$ cat src/ciaf_defines.vh
// constants for the cpu interrupt acceptance flag block
`ifndef CIAF_DEFINES_VH
`define CIAF_DEFINES_VH
`define CIAF_LVL_W        3
`define CIAF_VEC_W        6
`define CIAF_SP_W         16
`define CIAF_TRAP_LAST    6'h1F
`define CIAF_GATE_RST     1'b0
`define CIAF_SEL_RST      1'b0
`define CIAF_LVL_RST      3'h0
`define CIAF_SAVE_W       5
`define CIAF_SAVE_GATE    0
`define CIAF_SAVE_SEL     1
`define CIAF_SAVE_LVL_LO  2
`endif

$ cat src/ciaf_accept.v
// interrupt acceptance flags: mask gate, stack select, priority level
// Functional notes
// RULE1 - gate flag zero blocks maskable requests
// RULE2 - any acknowledge clears the gate flag
// RULE3 - stack select picks system or task pointer
// RULE4 - hardware ack or trap 0-31 clears select
// RULE5 - priority level is three bits, 0 to 7
// RULE6 - accept only strictly higher request priority
// RULE7 - save flags before clearing on acknowledge
`include "ciaf_defines.vh"
module ciaf_accept #(
   parameter LVL_W = `CIAF_LVL_W,
   parameter VEC_W = `CIAF_VEC_W,
   parameter SP_W  = `CIAF_SP_W
) (
   input  wire                  clock,
   input  wire                  nrst,
   input  wire                  irq_valid,
   input  wire                  irq_maskable,
   input  wire [LVL_W-1:0]      irq_level,
   input  wire                  trap_exec,
   input  wire [VEC_W-1:0]      trap_vector,
   input  wire                  flag_wr,
   input  wire                  gate_wr,
   input  wire                  sel_wr,
   input  wire [LVL_W-1:0]      lvl_wr,
   input  wire                  restore,
   input  wire [SP_W-1:0]       system_stack_ptr,
   input  wire [SP_W-1:0]       task_stack_ptr,
   output reg                   irq_ack,
   output reg                   gate_flag,
   output reg                   sel_flag,
   output reg  [LVL_W-1:0]      cpu_priority_level,
   output reg  [SP_W-1:0]       active_stack_ptr,
   output reg  [LVL_W+1:0]      saved_flags
);

   localparam SAVE_W = LVL_W + 2;

   // true when a request may be taken this cycle
   function accept_ok;
      input             g;
      input             m;
      input [LVL_W-1:0] req;
      input [LVL_W-1:0] cur;
      begin
         accept_ok = (!m || g) && (req > cur); // [RULE1] [RULE6] [RULE5]
      end
   endfunction

   // true for trap vectors that also force the system pointer
   function trap_in_low;
      input [VEC_W-1:0] vec;
      begin
         trap_in_low = (vec <= `CIAF_TRAP_LAST);
      end
   endfunction

   reg                  gate_nxt;
   reg                  sel_nxt;
   reg  [LVL_W-1:0]     lvl_nxt;
   reg                  take;
   reg                  trap_low;
   reg  [SAVE_W-1:0]    saved_nxt;
   wire [SP_W-1:0]      ptr_nxt;

   // acceptance decision
   always @* begin
      take = 1'b0;
      // a pulse already out blocks a second take until the next cycle
      if (irq_valid && !irq_ack) begin
         if (accept_ok(gate_flag, irq_maskable, irq_level, cpu_priority_level)) begin
            take = 1'b1;
         end
      end
   end

   // trap vector range decode
   always @* begin
      trap_low = 1'b0;
      if (trap_exec) begin
         trap_low = trap_in_low(trap_vector);
      end
   end

   // mask gate flag
   always @* begin
      gate_nxt = gate_flag;
      // software writes apply first so acknowledge clears always win
      if (restore) begin
         gate_nxt = saved_flags[`CIAF_SAVE_GATE];
      end else if (flag_wr) begin
         gate_nxt = gate_wr;
      end
      if (take) begin
         gate_nxt = 1'b0; // [RULE2]
      end
      if (trap_exec) begin
         gate_nxt = 1'b0; // [RULE2]
      end
   end

   // stack select flag
   always @* begin
      sel_nxt = sel_flag;
      if (restore) begin
         sel_nxt = saved_flags[`CIAF_SAVE_SEL];
      end else if (flag_wr) begin
         sel_nxt = sel_wr;
      end
      if (take) begin
         sel_nxt = 1'b0; // [RULE4]
      end
      if (trap_low) begin
         sel_nxt = 1'b0; // [RULE4]
      end
   end

   // processor priority level
   always @* begin
      lvl_nxt = cpu_priority_level;
      if (restore) begin
         lvl_nxt = saved_flags[`CIAF_SAVE_LVL_LO +: LVL_W];
      end else if (flag_wr) begin
         lvl_nxt = lvl_wr;
      end
      // traps leave the level alone; only a taken request, a flag write or a restore changes it
      if (take) begin
         lvl_nxt = irq_level; // [RULE5]
      end
   end

   // copy of the flags as they stood before this acknowledge
   always @* begin
      saved_nxt = saved_flags;
      if (take || trap_exec) begin
         saved_nxt = {cpu_priority_level, sel_flag, gate_flag}; // [RULE7]
      end
   end

   // per-bit pointer select, driven by the flag value about to be stored
   genvar gi;
   generate
      for (gi = 0; gi < SP_W; gi = gi + 1) begin : g_ptr
         assign ptr_nxt[gi] = sel_nxt ? task_stack_ptr[gi] : system_stack_ptr[gi]; // [RULE3]
      end
   endgenerate

   always @(posedge clock or negedge nrst) begin
      if (!nrst) begin
         irq_ack <= 1'b0;
      end else begin
         irq_ack <= take;
      end
   end

   always @(posedge clock or negedge nrst) begin
      if (!nrst) begin
         gate_flag <= `CIAF_GATE_RST;
      end else begin
         gate_flag <= gate_nxt;
      end
   end

   always @(posedge clock or negedge nrst) begin
      if (!nrst) begin
         sel_flag <= `CIAF_SEL_RST;
      end else begin
         sel_flag <= sel_nxt;
      end
   end

   always @(posedge clock or negedge nrst) begin
      if (!nrst) begin
         cpu_priority_level <= `CIAF_LVL_RST;
      end else begin
         cpu_priority_level <= lvl_nxt;
      end
   end

   // the pointer lands in the same cycle as the flag that chose it
   always @(posedge clock or negedge nrst) begin
      if (!nrst) begin
         active_stack_ptr <= {SP_W{1'b0}};
      end else begin
         active_stack_ptr <= ptr_nxt;
      end
   end

   always @(posedge clock or negedge nrst) begin
      if (!nrst) begin
         saved_flags <= {SAVE_W{1'b0}};
      end else begin
         saved_flags <= saved_nxt;
      end
   end

endmodule

$ cat config.mk
export PLATFORM = sky130hd
export DESIGN_NAME = ciaf_accept
export DESIGN_NICKNAME = d
export VERILOG_FILES = /design/src/ciaf_accept.v
export VERILOG_INCLUDE_DIRS = /design/src
export SDC_FILE = /design/constraint.sdc
export NUM_CORES = 1
export LEC_CHECK = 0
export BUFFER_PORTS_ARGS = -buffer_cell sky130_fd_sc_hd__buf_2
export CORE_ASPECT_RATIO = 1.1
export CORE_MARGIN = 3
export CORE_UTILIZATION = 39
export CTS_BUF_LIST = sky130_fd_sc_hd__clkbuf_2 sky130_fd_sc_hd__clkbuf_4 sky130_fd_sc_hd__clkbuf_8
export DETAILED_ROUTE_END_ITERATION = 16
export GPL_TIMING_DRIVEN = 0
export PLACE_DENSITY = 0.81
export SETUP_SLACK_MARGIN = 0.4
export SLEW_MARGIN = 10
export SYNTH_ARGS = -nofsm -noshare
export SYNTH_HDL_FRONTEND = slang
export SYNTH_SLANG_ARGS = --single-unit
$ cat constraint.sdc
create_clock -name clock -period 2.3 [get_ports clock]
set_clock_uncertainty 0.15 [all_clocks]
set_input_delay 0.46 -clock clock [delete_from_list [all_inputs] [get_ports clock]]
set_output_delay 0.46 -clock clock [all_outputs]
set_load 0.02 [all_outputs]
---- Word-level counts from Yosys, hierarchy flattened ----
Index checks and enable logic that the tools add are counted.
word-level totals
  logic and storage cells ................. 46
  memory bits (writable) .................. 0
  memory bits (read-only) ................. 0
  register bits ........................... 27
  output and inout bits ................... 27
  input port bits ......................... 53
  memories kept ........................... 0
  bits in latches ......................... 0
cells by class
  bitwise gates (word level) .............. 0
  shift operators ......................... 0
  multiply operators ...................... 0
  muxes and demuxes ....................... 30
  $lt $le $gt $ge ......................... 2
  divide/modulo/power cells ............... 0
  reduce and logical (&&, ||, !) cells .... 8
  $add $sub $neg .......................... 0
  equal/unequal tests ..................... 0
operators with widths
  cell                                                                    number
  1-bit 2-to-1 mux                                                        27
  3-bit 2-to-1 mux                                                        3
  6-bit by 5-bit <= comparator with 1-bit output (second input constant)  1
  4-bit nonzero test                                                      1
  3-bit greater-than comparator                                           1
  3-bit nonzero test                                                      1
  1-bit logical AND                                                       2
  1-bit logical NOT                                                       2
  1-bit logical OR                                                        2

---- Depth between registers and ports, before layout ----
Gate-level depths: netlist of the first run.
  word-level depth ........................ 8
  gate-level depth with buffers ........... 7
  gate-level depth less buffers ........... 6

---- Worst setup path before layout of the first run ----
No wires, ideal clock.
  path type ............................... reg2reg
  start point ............................. register cpu_priority_level[2]
  end point ............................... register active_stack_ptr[0]
  library setup time ...................... 125 ps
  stages on the path, launching flop included .. 8
  slack ................................... 16 ps
  clock period less this slack ............ 2284 ps
  required time ........................... 2025 ps
  arrival ................................. 2009 ps
  path buffers ............................ 1
  cell sequence ........................... dfrtp_1 inv_1 ha_1 nand3_1 and4b_4 a211oi_4 buf_12 mux2_4
between the ends
  longest elaborated chain between the ends .. 7
RTL lines
  item                           line               text
  from (decl)                    ciaf_accept.v:33   output reg [LVL_W-1:0] cpu_priority_level,
  from (signal assigned)         ciaf_accept.v:175  cpu_priority_level <= `CIAF_LVL_RST;
  from (signal assigned)         ciaf_accept.v:177  cpu_priority_level <= lvl_nxt;
  3-bit greater-than comparator  ciaf_accept.v:47   accept_ok = (!m || g) && (req > cur);
  1-bit logical AND              ciaf_accept.v:47
  1-bit 2-to-1 mux               ciaf_accept.v:72   if (accept_ok(gate_flag, irq_maskable, irq_level, cpu_priority_level)) begin
  1-bit 2-to-1 mux               ciaf_accept.v:71   if (irq_valid && !irq_ack) begin
  1-bit 2-to-1 mux               ciaf_accept.v:111  if (take) begin
  1-bit 2-to-1 mux               ciaf_accept.v:114  if (trap_low) begin
  named net sel_nxt              ciaf_accept.v:60   reg sel_nxt;
  1-bit 2-to-1 mux               ciaf_accept.v:145  assign ptr_nxt[gi] = sel_nxt ? task_stack_ptr[gi] : system_stack_ptr[gi];
  named net ptr_nxt[0]           ciaf_accept.v:65   wire [SP_W-1:0] ptr_nxt;
  to (signal assigned)           ciaf_accept.v:184  active_stack_ptr <= {SP_W{1'b0}};
  to (signal assigned)           ciaf_accept.v:186  active_stack_ptr <= ptr_nxt;
  to (decl)                      ciaf_accept.v:34   output reg [SP_W-1:0] active_stack_ptr,
The timed path passes the listed nets, and every way through them passes these cells.
A chain may end at the register's enable or synchronous reset.

---- Final worst setup path of the first run ----
  start point ............................. register cpu_priority_level[0]
  end point ............................... register active_stack_ptr[15]
between the ends
  longest elaborated chain between the ends .. 7
RTL lines
  item                           line
  3-bit greater-than comparator  ciaf_accept.v:47
  1-bit logical AND              ciaf_accept.v:47
  1-bit 2-to-1 mux               ciaf_accept.v:72
  1-bit 2-to-1 mux               ciaf_accept.v:71
  1-bit 2-to-1 mux               ciaf_accept.v:111
  1-bit 2-to-1 mux               ciaf_accept.v:114
  1-bit 2-to-1 mux               ciaf_accept.v:145
  named net ptr_nxt[15]          ciaf_accept.v:65
The timed path passes the listed nets, and every way through them passes these cells.

==> qor.yml, run 1 <==
status:
  status: "completed"
detailed_routing:
  detail_route.iter0.violations: 17
  drt-total-wl_um: 3090
  viasPerCell: 4.79
  ant_nets: 0
  wire_per_inst_um: 15.3
  num_vias: 967
  drc: 0
  first_pass_iters: 4
place:
  io_buffers: 72
  pre_cts_slack_ns: -0.0808
  dp.cells: 192
  place_congestion: 0.758
  dp_hpwl_um: 2250
pwr:
  switching_share: 0.364
  ir_drop_uv: 638
  p_leak_nw: 0.979
  power.net_switching_uw: 604
  pwr-share-clk: 0.125
  p_comb_frac: 0.486
  power_frac_seq: 0.389
  p_per_area_nw_per_um2: 882
  p_int_mw: 1.05
grt:
  grt_max_degree: 28
  grt_overflow: 0
  grt_pass1_wl_um: 4770
  grt_use_total: 0.163
  grt_antenna_before_repair: 0
  grt_pass1_vias: 1031
logic_synthesis:
  ys_ff_latch: 27
  synth.distinct_cells: 21
  yosysWarnings: 0
  async_reset_ff_frac: 1.00
  syn_area_um2: 1260
  yosysTopAreaCell: "dfrtp_1"
  synthTopCellsByCount: "dfrtp_1 (27), mux2_2 (14), mux2_4 (10)"
  synth.avg_cell_area_um2: 14.7
  synth_most_common_cell: "dfrtp_1"
  synth_ff_type: "dfrtp_1"
  ys_seq_area_frac: 0.536
  synth_cells: 86
  synth_area_leaders: "dfrtp_1 (54%), mux2_2 (13%), mux2_4 (12%), mux2i_1 (4.0%), ha_1 (3.0%)"
  synthesis.nets: 142
  yosysTopAreaCellShare: 0.536
  synth-edff-count: 0
worst_setup_path:
  r2r-start: "cpu_priority_level[0]$_DFFE_PN0P_"
  critical_path.startpoint: "cpu_priority_level[0]$_DFFE_PN0P_"
  start_kind: "flop"
  worstPathRequired_ns: 2.37
  criticalPathCategory: "reg2reg"
  cpPeakStageDelay_ns: 0.47
  crit_path_top_delay_cell: "dfrtp_2"
  worstPathArrival_ns: 2.15
  cp-end-kind: "flop"
  crit_fanout: 7
  path_cells: "ha_4, nand3_2, and4b_4, a211oi_4, buf_6, mux2_4"
cts:
  h-tree-depth: 1
  worst_skew_pair.late_latency_ns: 0.32
  clockBufferDepth: 2
  cts-root-buf: "clkbuf_4"
  clock-sinks: 27
  cts_made_buffers: 3
  tritoncts: "done"
  cts.clk_slew.worst_paths_ns: 0.15
sta:
  finalCriticalPeriod_ns: 2.07
  finalHoldViolations: 0
  rsz0062_at_grt: "true"
  fin_ws_ns: 0.225
  slew_violations: 0
  slew_headroom: 0.605
  fmax_mhz: 482
  final-setup-viol-count: 0
  tightest_slew_ns: 0.593
  finalCritPeriodShare: 0.902
floorplan:
  die_y_um: 65.6
  core_area_um2: 3070
  die_area_um2: 3950
  fp-row-count: 21
  ioPinCount: 80
  initial_utilization: 0.410
  die_w_um: 60.2
cells_and_area:
  ff_latch_area_um2: 679
  area_delta_synth_final_pct: 49.4
  n_antenna_cell: 0
  n_fill_cell: 234
  drive_gt1_frac: 0.738
  stdcell_count: 202
  nets: 225
  multi_input_area_um2: 654
min_path:
  hp-class: "in2reg"
  min_from: "task_stack_ptr[4]"
job:
  maxCapViolations: 0
## layer usage
metal / track usage / routed length, um / vias up
met5: 0 / 0 / -
met4: 0.0582 / 16 / 0
met3: 0.0570 / 291 / 2
met2: 0.266 / 1650 / 50
met1: 0.196 / 1130 / 452
li1: - / - / 463
## critical path: cells and delay by family, from the launching register on
family                   cells  cell delay, ns
adder cells (fa/ha/maj)      1            0.27
buffers and inverters        1            0.20
multiplexers                 1            0.30
AND/OR/NAND/NOR              2            0.27
flip-flops                   1            0.47
AO/OA/AOI/OAI                1            0.31
## cells in the final DEF, fill, tap and decap left out, types with 2 or more instances in the layout
cell type  count
a21oi_4        2
buf_12         2
buf_2         73
buf_4          3
buf_6          2
clkbuf_4       3
dfrtp_1       24
dfrtp_2        3
ha_4           3
inv_2          3
mux2_2         2
mux2_4        22
mux2i_1        5
nand2_1        5
o21ai_0        3
## area by class of cell
cell class | count | area share
Inverter | 4 | 0.00798
Clock buffer | 3 | 0.0120
Timing Repair Buffer | 78 | 0.225
Clock inverter | 1 | 0.00399
Multi-Input combinational cell | 52 | 0.348
Tap cell | 34 | 0.0226
Sequential cell | 27 | 0.361
Buffer | 3 | 0.0193
## sequential cells by signal, summed over array words and instances, names as in the netlist
name	flops
cpu_priority_level	3
gate_flag	1
irq_ack	1
sel_flag	1
active_stack_ptr	16
saved_flags	5
## final timing paths
path	endpoint	slack, ns	depth (start not counted)
max in group asynchronous	cpu_priority_level[0]$_DFFE_PN0P_	1.07	2
setup / recovery	active_stack_ptr[15]$_DFF_PN0_	0.23	6
hold reg to reg	saved_flags[1]$_DFFE_PN0P_	0.40	1
hold / removal	active_stack_ptr[4]$_DFF_PN0_	0.20	2
setup reg to reg	active_stack_ptr[15]$_DFF_PN0_	0.23	6
min in group asynchronous	active_stack_ptr[7]$_DFF_PN0_	0.50	2
## logic make-up after synthesis
family,after synthesis,share of synthesized area
flops,27,0.536
compound gates,8,0.0437
simple gates,11,0.0477
buf+inv,7,0.0407
mux,30,0.302
fa+ha+maj,3,0.0298
## power by group through the flow
| stage | combinational (mW) | clock [mW] | sequential (mW) |
|---|---|---|---|
| after floorplan | 0.325 | 0 | 0.791 |
| after global placement | 0.651 | 0 | 0.653 |
| after detailed placement | 0.670 | 0 | 0.659 |
| after CTS | 0.727 | 0.215 | 0.643 |
| after global routing | 0.866 | 0.242 | 0.663 |
| final | 0.806 | 0.207 | 0.646 |
## through the flow
| step | hold WS, ns | total power [mW] | cell area, um2 | utilization | setup TNS (ns) |
|---|---|---|---|---|---|
| finish | 0.203 | 1.66 | 1880 | 0.612 | 0 |
| global route | 0.167 | 1.77 | 1880 | 0.612 | 0 |
| CTS | 0.191 | 1.59 | 1810 | 0.590 | 0 |
| detailed placement | 0.347 | 1.33 | 1720 | 0.558 | -0.801 |
| global placement | 0.330 | 1.30 | 1720 | 0.558 | -0.414 |
| floorplan | 0.0144 | 1.12 | 1310 | - | 0 |
## timing repair
item	in CTS	in global routing
buffers inserted	3	2
endpoints found under the hold margin	27	0
resized for setup	9	8
hold buffers	1	0
endpoints found under the setup margin	23	21
pin swaps	3	5
Note: power is estimated with default switching activity, not from simulation.
==> run 2: changes to the inputs <==
- CORE_UTILIZATION: 39 -> 35
- PLACE_DENSITY: 0.81 -> 0.75
==> qor.yml, run 2 (synthesis gave the netlist of run 1 again) <==
status:
  status: "completed"
floorplan:
  core_area_um2: 3390
  die_y_um: 68.9
  die_w_um: 63.2
  die_area_um2: 4360
  initial_utilization: 0.372
  fp-row-count: 22
  ioPinCount: 80
cells_and_area:
  drive_gt1_frac: 0.740
  nets: 226
  fin_area_um2: 1850
  area_delta_synth_final_pct: 46.5
  ff_latch_area_um2: 679
  largest_reg_flops: 16
  final_cell_mix: "buf_2 (73), dfrtp_1 (24), mux2_2 (13)"
  top_register: "active_stack_ptr"
  largestRegisters: "active_stack_ptr: 16 flops, saved_flags: 5 flops, cpu_priority_level: 3 flops"
  n_fill_cell: 307
  multi_input_area_um2: 606
  final_common_cell: "buf_2"
  n_antenna_cell: 0
sta:
  slew_headroom: 0.611
  finalHoldViolations: 0
  finalCriticalPeriod_ns: 2.06
  rsz0062_at_grt: "true"
  final-setup-viol-count: 0
  fin_ws_ns: 0.239
  fmax_mhz: 485
  slew_violations: 0
  tightest_slew_ns: 0.583
  finalCritPeriodShare: 0.896
grt:
  grt_max_degree: 28
  grt_pass1_vias: 1036
  grt_antenna_before_repair: 0
  grt_pass1_wl_um: 4510
  grt_overflow: 0
  grt_use_total: 0.134
pwr:
  p_leak_nw: 0.945
  ir_drop_uv: 347
  p_per_area_nw_per_um2: 869
  finalPower_mw: 1.60
cts:
  cts-root-buf: "clkbuf_4"
  cts_made_buffers: 3
  worst_skew_pair.late_latency_ns: 0.31
  cts.clk_slew.worst_paths_ns: 0.13
  tritoncts: "done"
  h-tree-depth: 1
  clock-sinks: 27
  clockBufferDepth: 2
worst_setup_path:
  path_cells: "inv_2, ha_4, a21oi_4, o21ai_4, a211oi_4, buf_6, buf_12, mux2_4"
  cp-end-kind: "flop"
  crit_path_top_delay_cell: "dfrtp_2"
  path_buf_inv: 3
  worstPathArrival_ns: 2.12
  start_kind: "flop"
  worstPathRequired_ns: 2.36
  crit_fanout: 10
  cpPeakStageDelay_ns: 0.44
  criticalPathCategory: "reg2reg"
  critPathTopFamily: "compound AO/OA/AOI/OAI gates"
detailed_routing:
  drc: 0
  viasPerCell: 4.48
  num_vias: 973
  wire_per_inst_um: 12.9
  ant_nets: 0
  drt-total-wl_um: 2800
  first_pass_iters: 2
  detail_route.iter0.violations: 31
place:
  dp_hpwl_um: 2230
  place_area_um2: 1730
  place_congestion: 0.802
  io_buffers: 72
  pre_cts_slack_ns: -0.132
job:
  maxCapViolations: 0
min_path:
  hp-class: "in2reg"
[run 2: power by group]
part	total [mW]	internal [mW]	switching, mW
clock network	0.207	0.0794	0.127
registers	0.641	0.582	0.0593
logic	0.757	0.373	0.384
[run 2: area by class of cell]
class / instances / share of cell area
Multi-Input combinational cell: 52 / 0.328
Inverter: 4 / 0.00814
Clock buffer: 4 / 0.0163
Tap cell: 48 / 0.0325
Buffer: 3 / 0.0197
Timing Repair Buffer: 79 / 0.227
Sequential cell: 27 / 0.368
[run 2: what timing repair did]
action | 4_1_cts | 5_1_grt
setup buffers | 6 | 0
pin swaps | 1 | 1
hold buffers | 1 | 0
resized for setup | 3 | 2
setup endpoints to repair | 23 | 21
endpoints found under the hold margin | 27 | 0
[run 2: metrics by stage]
step,std cells,util,hold WS [ns],TNS (ns)
after floorplan,86,-,0.0144,0
after global placement,206,0.512,0.341,-0.948
after detailed placement,206,0.512,0.354,-1.14
after CTS,217,0.541,0.195,0
after global routing,217,0.545,0.190,0
final,217,0.545,0.217,0
[run 2: routing by layer]
| metal | routed length, um | global-route usage | vias to the layer above |
|---|---|---|---|
| li1 | - | - | 463 |
| met1 | 1110 | 0.146 | 453 |
| met2 | 1380 | 0.254 | 55 |
| met3 | 292 | 0.0340 | 2 |
| met4 | 21 | 0.0485 | 0 |
| met5 | 0 | 0 | - |
[run 2: path summary, 6_finish.rpt]
| check | cells after the start | slack (ns) | to | from |
|---|---|---|---|---|
| setup / recovery | 8 | 0.24 | active_stack_ptr[5]$_DFF_PN0_ | cpu_priority_level[2]$_DFFE_PN0P_ |
| hold / removal | 2 | 0.22 | active_stack_ptr[9]$_DFF_PN0_ | task_stack_ptr[9] |
| setup reg to reg | 8 | 0.24 | active_stack_ptr[5]$_DFF_PN0_ | cpu_priority_level[2]$_DFFE_PN0P_ |
| hold reg to reg | 1 | 0.40 | saved_flags[4]$_DFFE_PN0P_ | saved_flags[4]$_DFFE_PN0P_ |
| max in group asynchronous | 2 | 1.07 | cpu_priority_level[0]$_DFFE_PN0P_ | nrst |
| min in group asynchronous | 2 | 0.52 | saved_flags[3]$_DFFE_PN0P_ | nrst |
